$ cat config.mk
export PLATFORM = sky130hd
export DESIGN_NAME = dag_top
export DESIGN_NICKNAME = d
export VERILOG_FILES = /design/src/rtl/dag_pkg.sv /design/src/rtl/dag_unit.sv /design/src/rtl/dag_top.sv
export VERILOG_INCLUDE_DIRS = /design/src /design/src/rtl
export SDC_FILE = /design/constraint.sdc
export NUM_CORES = 2
export LEC_CHECK = 0
export BUFFER_PORTS_ARGS = -buffer_cell sky130_fd_sc_hd__buf_2
export CAP_MARGIN = 20
export CORE_MARGIN = 2
export CORE_UTILIZATION = 35
export DETAILED_ROUTE_END_ITERATION = 10
export SLEW_MARGIN = 20
export SYNTH_ARGS = -nofsm -noshare
export SYNTH_HDL_FRONTEND = slang
export SYNTH_SLANG_ARGS = --single-unit
$ cat constraint.sdc
create_clock -name clk -period 7.5 [get_ports clk]
set_input_delay 0.375 -clock clk [delete_from_list [all_inputs] [get_ports clk]]
set_output_delay 0.375 -clock clk [all_outputs]
set_load 0.01 [all_outputs]
$ cat src/rtl/dag_cfg.svh
// constants for the dual data address generator
// assumes inclusion by dag_pkg and the generator modules
// Notes on behaviour
// - four 16-bit pointers per generator
// - pointer adjusted by selected modify register
// - length and base give circular buffers
// - pre-modify with no update keeps pointer
// - signed 8-bit immediate offset, sign extended
// - both generators address in one cycle
// - 8-bit page forms upper address bits
// - wrap never touches page bits
// - secondary register set, fast switch
`ifndef DAG_CFG_SVH
`define DAG_CFG_SVH
`define DAG_PTR_W 16
`define DAG_PAGE_W 8
`define DAG_IMM_W 8
`define DAG_NREG 4
`define DAG_SEL_W 2
`define DAG_ZERO16 16'h0000
`define DAG_ZERO8 8'h00
`endif

$ cat src/rtl/dag_pkg.sv
// types for the dual data address generator
// assumes dag_cfg.svh on the include path
`include "dag_cfg.svh"
package dag_pkg;
    // ------------------------------------------------------------
    // operation and register-write selectors
    // ------------------------------------------------------------
    typedef enum logic [2:0] {
        DAG_OP_NONE,
        DAG_OP_POST_MOD,
        DAG_OP_PRE_MOD,
        DAG_OP_PRE_NOUPD,
        DAG_OP_POST_IMM,
        DAG_OP_PRE_IMM
    } dag_op_t;
    typedef enum logic [2:0] {
        DAG_WR_NONE,
        DAG_WR_INDEX,
        DAG_WR_MODIFY,
        DAG_WR_LENGTH,
        DAG_WR_BASE,
        DAG_WR_PAGE
    } dag_wr_t;
endpackage : dag_pkg

$ cat src/rtl/dag_unit.sv
// one data address generator with primary and secondary banks
// assumes decoder holds op for one cycle per access
`timescale 1ns/10ps
`include "dag_cfg.svh"
module dag_unit (
    input wire logic clk,
    input wire logic reset_n,
    input wire logic bank_sel,
    input wire dag_pkg::dag_op_t op,
    input wire logic [`DAG_SEL_W-1:0] idx_sel,
    input wire logic [`DAG_SEL_W-1:0] mod_sel,
    input wire logic [`DAG_IMM_W-1:0] imm,
    input wire dag_pkg::dag_wr_t wr_kind,
    input wire logic [`DAG_SEL_W-1:0] wr_sel,
    input wire logic [`DAG_PTR_W-1:0] wr_data,
    output logic [`DAG_PAGE_W+`DAG_PTR_W-1:0] addr,
    output logic addr_valid
);
    import dag_pkg::*;
    localparam int W = `DAG_PTR_W;
    localparam int N = `DAG_NREG;

    // ------------------------------------------------------------
    // register banks, index 0 primary and 1 secondary
    // ------------------------------------------------------------
    logic [W-1:0] index_r [2][N];
    logic [W-1:0] modify_r [2][N];
    logic [W-1:0] length_r [2][N];
    logic [W-1:0] base_r [2][N];
    logic [`DAG_PAGE_W-1:0] data_page_register [2];

    // wrap in 17 bits so a carry out of the pointer is seen
    // rather than silently folded into the page
    function automatic logic [W-1:0] wrap(input logic [W-1:0] p,
        input logic [W-1:0] off, input logic [W-1:0] len,
        input logic [W-1:0] bas);
        logic [W:0] sum;
        logic [W:0] top;
        sum = {1'b0, p} + {1'b0, off};
        top = {1'b0, bas} + {1'b0, len};
        if (len == `DAG_ZERO16) begin
            wrap = sum[W-1:0];
        end else if (off[W-1] == 1'b0 && sum >= top) begin
            wrap = W'(sum - {1'b0, len});
        end else if (off[W-1] == 1'b1 && W'(sum) < bas) begin
            wrap = W'(sum + {1'b0, len});
        end else begin
            wrap = sum[W-1:0];
        end
    endfunction : wrap

    logic [W-1:0] ptr;
    logic [W-1:0] offset;
    logic [W-1:0] updated;
    logic use_imm;
    logic is_pre;
    logic do_update;

    always_comb begin
        ptr = index_r[bank_sel][idx_sel];
        use_imm = (op == DAG_OP_POST_IMM) || (op == DAG_OP_PRE_IMM);
        is_pre = (op == DAG_OP_PRE_MOD) || (op == DAG_OP_PRE_NOUPD) ||
                 (op == DAG_OP_PRE_IMM);
        do_update = (op != DAG_OP_NONE) && (op != DAG_OP_PRE_NOUPD);
        offset = use_imm ? {{(W-`DAG_IMM_W){imm[`DAG_IMM_W-1]}}, imm}
                         : modify_r[bank_sel][mod_sel];
        updated = wrap(ptr, offset, length_r[bank_sel][idx_sel],
                       base_r[bank_sel][idx_sel]);
    end

    // ------------------------------------------------------------
    // address output
    // ------------------------------------------------------------
    always_ff @(posedge clk or negedge reset_n) begin
        if (!reset_n) begin
            addr <= '0;
            addr_valid <= 1'b0;
        end else begin
            addr_valid <= (op != DAG_OP_NONE);
            // page bits come straight from the page register
            addr <= {data_page_register[bank_sel],
                     is_pre ? updated : ptr};
        end
    end

    // ------------------------------------------------------------
    // register updates; an access update wins over a write
    // ------------------------------------------------------------
    always_ff @(posedge clk or negedge reset_n) begin
        if (!reset_n) begin
            for (int b = 0; b < 2; b++) begin
                data_page_register[b] <= `DAG_ZERO8;
                for (int i = 0; i < N; i++) begin
                    index_r[b][i] <= `DAG_ZERO16;
                    modify_r[b][i] <= `DAG_ZERO16;
                    length_r[b][i] <= `DAG_ZERO16;
                    base_r[b][i] <= `DAG_ZERO16;
                end
            end
        end else begin
            unique case (wr_kind)
                DAG_WR_NONE: ;
                DAG_WR_INDEX: index_r[bank_sel][wr_sel] <= wr_data;
                DAG_WR_MODIFY: modify_r[bank_sel][wr_sel] <= wr_data;
                DAG_WR_LENGTH: length_r[bank_sel][wr_sel] <= wr_data;
                DAG_WR_BASE: base_r[bank_sel][wr_sel] <= wr_data;
                DAG_WR_PAGE: data_page_register[bank_sel] <=
                    wr_data[`DAG_PAGE_W-1:0];
                default: ;
            endcase
            if (do_update) begin
                index_r[bank_sel][idx_sel] <= updated;
            end
        end
    end
endmodule : dag_unit

$ cat src/rtl/dag_top.sv
// dual data address generator: one for data memory, one for
// program memory, both answering in the same cycle
// assumes one core clock and a decoder driving both ports
`timescale 1ns/10ps
`include "dag_cfg.svh"
module dag_top (
    input wire logic clk,
    input wire logic reset_n,
    input wire logic bank_sel,
    input wire dag_pkg::dag_op_t dm_op,
    input wire logic [`DAG_SEL_W-1:0] dm_idx_sel,
    input wire logic [`DAG_SEL_W-1:0] dm_mod_sel,
    input wire logic [`DAG_IMM_W-1:0] dm_imm,
    input wire dag_pkg::dag_wr_t dm_wr_kind,
    input wire logic [`DAG_SEL_W-1:0] dm_wr_sel,
    input wire logic [`DAG_PTR_W-1:0] dm_wr_data,
    input wire dag_pkg::dag_op_t pm_op,
    input wire logic [`DAG_SEL_W-1:0] pm_idx_sel,
    input wire logic [`DAG_SEL_W-1:0] pm_mod_sel,
    input wire logic [`DAG_IMM_W-1:0] pm_imm,
    input wire dag_pkg::dag_wr_t pm_wr_kind,
    input wire logic [`DAG_SEL_W-1:0] pm_wr_sel,
    input wire logic [`DAG_PTR_W-1:0] pm_wr_data,
    output logic [`DAG_PAGE_W+`DAG_PTR_W-1:0] dm_addr,
    output logic dm_addr_valid,
    output logic [`DAG_PAGE_W+`DAG_PTR_W-1:0] pm_addr,
    output logic pm_addr_valid,
    output logic bank_active
);
    import dag_pkg::*;

    // ------------------------------------------------------------
    // two independent generators, same cycle
    // ------------------------------------------------------------
    dag_unit u_dm (.clk(clk), .reset_n(reset_n), .bank_sel(bank_sel),
        .op(dm_op), .idx_sel(dm_idx_sel), .mod_sel(dm_mod_sel),
        .imm(dm_imm), .wr_kind(dm_wr_kind), .wr_sel(dm_wr_sel),
        .wr_data(dm_wr_data), .addr(dm_addr),
        .addr_valid(dm_addr_valid));
    dag_unit u_pm (.clk(clk), .reset_n(reset_n), .bank_sel(bank_sel),
        .op(pm_op), .idx_sel(pm_idx_sel), .mod_sel(pm_mod_sel),
        .imm(pm_imm), .wr_kind(pm_wr_kind), .wr_sel(pm_wr_sel),
        .wr_data(pm_wr_data), .addr(pm_addr),
        .addr_valid(pm_addr_valid));

    always_ff @(posedge clk or negedge reset_n) begin
        if (!reset_n) begin
            bank_active <= 1'b0;
        end else begin
            bank_active <= bank_sel;
        end
    end
endmodule : dag_top

== Word-level counts from Yosys, hierarchy flattened ==
Index checks and enable logic that the tools add are counted.
Word-level totals
  flip-flop bits (word level): 1107
  logic and storage cells: 245
  input port bits: 75
  output and inout port bits: 51
Cells by class
  reduce and logical (&&, ||, !) cells: 21
  add/subtract/negate cells: 8
  mux-type cells: 98
  equality and inequality tests: 20
  bitwise gates (word level): 9
  order comparisons: 16
Operator list (number)
  2-to-1 mux 64 bit: 28
  bitwise mux 128 bit: 10
  2-to-1 mux 128 bit: 4
  2-to-1 mux 16 bit: 30
  binary-select mux 16 bit (select 2 bit): 8
  demux 64 bit (select 1 bit): 4
  demux 16 bit (select 2 bit): 4
  adder 16 x 16 -> 17 bit: 4
  2-to-1 mux 8 bit: 7
  >= comparator 17 bit: 2
  adder 16 bit: 2
  bitwise mux 16 bit: 2
  logical NOT 16 bit: 2
  < comparator 16 bit: 2
  subtractor 16 bit: 2
  == test 3 x 2 -> 1 bit, second input constant: 8
  == test 3 bit, second input constant: 8
  >= comparator 3 bit, second input constant: 6
  NOT 2 -> 3 bit: 6
  < comparator 3 x 1 -> 1 bit, second input constant: 4
  logical AND 1 bit: 11
  demux 8 bit (select 1 bit): 1
  == test 3 x 1 -> 1 bit, second input constant: 2
  logical OR 1 bit: 6
  6 further kinds: 9

== Longest topological paths before layout ==
  depth in word-level cells: 16
  depth in mapped cells: 38
  gate-level depth less buffers: 27

== Modules after synthesis ==
Synthesis repeated with hierarchy kept, for this count alone.
Unflattened totals
  cell total of the unflattened synthesis: 5231
  area total of the unflattened synthesis: 60827.1 um^2
By module, submodules not included
  dag_unit (u_dm): times used 1, cells each 2605, area an instance 30503.0 um^2, seq. area each 13838.3 um^2
  dag_unit (u_pm): times used 1, cells each 2625, area an instance 30299.1 um^2, seq. area each 13838.3 um^2
  dag_top: times used 1, cells each 1, area an instance 25.0 um^2, seq. area each 25.0 um^2

== Worst setup path before layout ==
No wires, ideal clock.
  path type: input -> register
  start: input port bank_sel
  end: register u_dm.index_r[100] (netlist bit)
  setup time: 0.147 ns
  data required time: 7.353 ns
  path buffers: 12
  arrival: 7.597 ns
  setup slack: -0.244 ns
  stages: 31
  path through: buf_4 > buf_4 > buf_2 > buf_4 > buf_2 > buf_2 > buf_2 > buf_1 > mux4_2 > mux2i_1 > o21ai_0 > ha_1 > clkbuf_1 > a2111oi_0 > o21ai_1 > a41oi_1 > o2111ai_1 > a2111o_1 > o311ai_0 > clkbuf_1 > clkbuf_1 > ha_1 > a21o_1 > a21o_1 > o21ba_2 > o31ai_1 > a21o_1 > clkbuf_1 > o221ai_1 > a32oi_1 > o21ai_0
Between the ends
  longest elaborated chain between the ends: 16
  elaborated cells on any way between the ends: 50
RTL lines
  start: declaration: line dag_top.sv:9  | input wire logic bank_sel,
  NOT 1 -> 2 bit (not written as such) (*)
  2-to-1 mux 64 bit (not written as such) (3 in a row): line dag_unit.sv:66  | : modify_r[bank_sel][mod_sel];
  binary-select mux 16 bit (select 2 bit): line dag_unit.sv:66
  2-to-1 mux 16 bit (not written as such) (2 in a row): line dag_unit.sv:66
  2-to-1 mux 16 bit: line dag_unit.sv:65  | offset = use_imm ? {{(W-`DAG_IMM_W){imm[`DAG_IMM_W-1]}}, imm}
  adder 16 x 16 -> 17 bit: line dag_unit.sv:39  | sum = {1'b0, p} + {1'b0, off};
  < comparator 16 bit: line dag_unit.sv:45  | end else if (off[W-1] == 1'b1 && W'(sum) < bas) begin
  logical AND 1 bit: line dag_unit.sv:45
  2-to-1 mux 16 bit: line dag_unit.sv:45
  2-to-1 mux 16 bit: line dag_unit.sv:43  | end else if (off[W-1] == 1'b0 && sum >= top) begin
  2-to-1 mux 16 bit: line dag_unit.sv:41  | if (len == `DAG_ZERO16) begin
  bitwise mux 128 bit: line dag_unit.sv:112  | index_r[bank_sel][idx_sel] <= updated;
  2-to-1 mux 128 bit (*): line dag_unit.sv:111  | if (do_update) begin
  end signal: indexed assignment: line dag_unit.sv:94  | index_r[b][i] <= `DAG_ZERO16;
  end signal: indexed assignment: line dag_unit.sv:103  | DAG_WR_INDEX: index_r[bank_sel][wr_sel] <= wr_data;
  end signal: indexed assignment: line dag_unit.sv:112
  end: declaration: line dag_unit.sv:26  | logic [W-1:0] index_r [2][N];
Every way passes the cells marked *; elsewhere a longest branch is shown, timed or not. The select of a mux whose other input is x is not followed.
A chain may end at the register's enable or synchronous reset.

== Worst setup path after layout ==
  start: register u_dm.index_r[114] (netlist bit)
  end: register u_dm.index_r[104] (netlist bit)
Between the ends
  longest elaborated chain between the ends: 14
  elaborated cells on any way between the ends: 18
RTL lines
  2-to-1 mux 64 bit (not written as such) (*) (3 in a row): line dag_unit.sv:60  | ptr = index_r[bank_sel][idx_sel];
  binary-select mux 16 bit (select 2 bit) (*): line dag_unit.sv:60
  2-to-1 mux 16 bit (not written as such) (*) (2 in a row): line dag_unit.sv:60
  adder 16 x 16 -> 17 bit (*): line dag_unit.sv:39
  < comparator 16 bit: line dag_unit.sv:45
  logical AND 1 bit: line dag_unit.sv:45
  2-to-1 mux 16 bit: line dag_unit.sv:45
  2-to-1 mux 16 bit: line dag_unit.sv:43
  2-to-1 mux 16 bit (*): line dag_unit.sv:41
  bitwise mux 128 bit (*): line dag_unit.sv:112
  2-to-1 mux 128 bit (*): line dag_unit.sv:111
Marks and branches as above.

==> flow_summary.toml <==
[critical_path]
cp-endpoint = "u_dm.index_r[104]$_DFF_PN0_"
startpoint_type = "flop"
reg2reg_slack_ns = 0.74
cp_max_fo = 9
required_ns = 8.11
reg2reg_to = "u_dm.index_r[104]$_DFF_PN0_"
r2r_start = "u_dm.index_r[114]$_DFF_PN0_"
critPathLaunch = "u_dm.index_r[114]$_DFF_PN0_"
arrival_ns = 7.38
critical_path_class = "reg -> reg"
rr_worst_depth = 24
end_kind = "flop"

[logic_synthesis]
ys_seq_area_share_pct = 46.6
syn_avg_cell_area_um2 = 11.5
synth_edf_count = 0
netlist_area_mm2 = 0.0594
netlist_instances = 5172
synth.top_cell.area_share_pct = 46.6
yosysWarnings = 0
synthArstFlopShare_pct = 100
synth_common_cells = "1,107 x dfrtp_1, 971 x mux2_2, 331 x clkbuf_1"
yosys-top-cells-area = "dfrtp_1 47%, mux2_2 18%, ha_1 3.8%"
synth_seq_cells = 1107
yosysUniqueCellTypes = 97
synthFlopType = "dfrtp_1"
yosysMostFrequentCell = "dfrtp_1"
synth_area_leader_cell = "dfrtp_1"
synthesis.nets = 5435

[clock_tree]
clk-insertion-delay-late_ns = 0.78
cts-root-buf = "clkbuf_16"
cts_sinks = 1107
path_clk_slew_ns = 0.06
cts_tree = "done"
ctsHtreeMaxLevel = 3
post_cts_buffers = 0
cts_resized = 0
cts_inserted_buffers = 117
clock_path_buffers = 3

[power]
ir_drop_v = 0.000249
leakagePower_nw = 29.8
power.density_mw_per_mm2 = 376
total_power_mw = 25.4

[timing]
min_period_ns = 6.76
hold_violations = 0
slew_headroom_pct = 23.4
setup-violations-final = 0
fin_crit_sh_pct = 90.2
setup_tns_ns = 0
worstMarginPinSlew_ns = 1.15
finClkSkew_ns = 0.0573
rsz0062_at_grt = "no"
fmax_mhz = 148
slew_violations = 0

[final_layout]
instances_no_fill = 7574
nNetsFinal = 5516
layout-drive-gt1-share_pct = 31.9
area_growth_pct = 13.8

[global_route]
grt_max_degree = 172
grt_pass1_vias = 44500
grtUsageTotal_pct = 22.0
overflow = 0
grt_pass1_wl_um = 291000
antenna_found_initial = 12

[place]
place_congestion = 0.950
place_hpwl_um = 127000
dp_cells = 7346
numPortBuffers = 125

[route]
drt-wirelength-per-cell_um = 25.5
viasPerCell = 5.80
vias = 43900
antenna_left = 0
drcViolationCount = 0
drtPass1Iterations = 6
drt_iter0_drc = 4030
wl_um = 193000

[floorplanning]
die_width_um = 416
coreArea_mm2 = 0.169
die_h_um = 416
dieArea_mm2 = 0.173
fp-row-count = 151
pin_count = 126
start_util_pct = 35.2

[run]
drv_cap = 0

[min_path]
hold_class = "in -> async"

[run_status]
status = "completed"
[routing by layer]
metal	track usage, %	part of all wire (%)
met5	0	0.0062
met4	7.43	3.3
met3	3.23	5.9
met2	36.6	48
met1	29.2	43
[layout by cell type (no fill, tap or decap), types with 35 or more instances in the layout]
cell,count
dfrtp_1,1107
mux2_2,971
a21oi_1,302
nand2_1,272
buf_4,215
o21ai_0,203
nor2_1,193
ha_1,180
a22oi_1,169
nor2b_1,139
a211oi_1,126
mux2i_1,125
buf_2,122
clkbuf_16,117
inv_1,113
mux4_2,81
a221oi_1,66
a21o_1,44
xnor2_1,41
nand3_1,41
nor3_1,41
clkbuf_8,37
nand4_1,35
[cell families after synthesis]
family	after synthesis	share of synthesized area [%]
AO/OA/AOI/OAI	1198	13.7
flip-flops	1107	46.6
AND/OR/NAND/NOR	919	7.68
adder cells (fa/ha/maj)	189	4.08
buffers and inverters	517	3.41
multiplexers	1185	23.7
XOR/XNOR	57	0.840
[flip-flops by register name, indices dropped and copies added (netlist names), 24 cells and up]
| signal | flops |
|---|---|
| u_dm.addr | 24 |
| u_pm.modify_r | 128 |
| u_pm.length_r | 128 |
| u_dm.base_r | 128 |
| u_pm.addr | 24 |
| u_pm.base_r | 128 |
| u_pm.index_r | 128 |
| u_dm.modify_r | 128 |
| u_dm.index_r | 128 |
| u_dm.length_r | 128 |
[layout make-up]
class,count,area (µm²)
diodes,8,20.0
well taps,2218,2780
multi-input cells,3548,29900
flip-flops and latches,1107,27700
fillers,16100,101000
inverters,115,432
repair buffers,364,2700
clock buffers,176,3520
clock inverters,38,574
[worst max-delay path, cell delays in order, from the launching register on]
cell      delay, ns
dfrtp_1        0.38
mux2_2         0.30
a221oi_1       0.62
o21ai_0        0.30
buf_4          0.21
ha_1           0.34
o21ai_0        0.24
o21ai_1        0.11
a41oi_1        0.36
o21bai_1       0.10
a21oi_1        0.23
o21bai_1       0.09
a21oi_1        0.18
xnor2_1        0.18
ha_1           0.30
a21oi_1        0.14
a21boi_0       0.08
o21ai_0        0.13
and3b_1        0.17
o31ai_1        0.07
a41oi_2        0.32
and2_1         0.33
o21ai_1        0.31
a22oi_1        0.87
o21ai_0        0.22
[how the worst min path moves through the flow]
stage	startpoint	to	slack, ns	cells past startpoint
floorplan	reset_n	bank_active$_DFF_PN0_	0.08	0
global placement	reset_n	u_dm.index_r[28]$_DFF_PN0_	0.33	1
detailed placement	reset_n	u_dm.index_r[28]$_DFF_PN0_	0.33	1
CTS	dm_op[2]	u_dm.addr[14]$_DFF_PN0_	0.08	4
global route	reset_n	u_dm.index_r[108]$_DFF_PN0_	0.13	2
finish	reset_n	u_dm.index_r[108]$_DFF_PN0_	0.11	2
[timing repair]
item	in CTS	in global routing
endpoints found under the hold margin	45	0
hold buffers	5	0
endpoints found under the setup margin	0	0
[power by group]
part / switching (mW) / total [mW] / internal, mW
registers: 0.843 / 8.45 / 7.61
clock network: 2.59 / 6.12 / 3.53
logic: 6.33 / 10.9 / 4.52
[metrics by stage]
step                instance area, µm²  utilization [%]  setup slack, ns  hold slack, ns
global placement                 63400             37.5            0.145           0.330
CTS                              67600             40.0            0.923          0.0821
floorplan                        59400                -           0.0358          0.0794
finish                           67600             40.0            0.738           0.110
detailed placement               63400             37.5            0.169           0.327
global route                     67600             40.0            0.312           0.129
(Power assumes the default switching activity.)
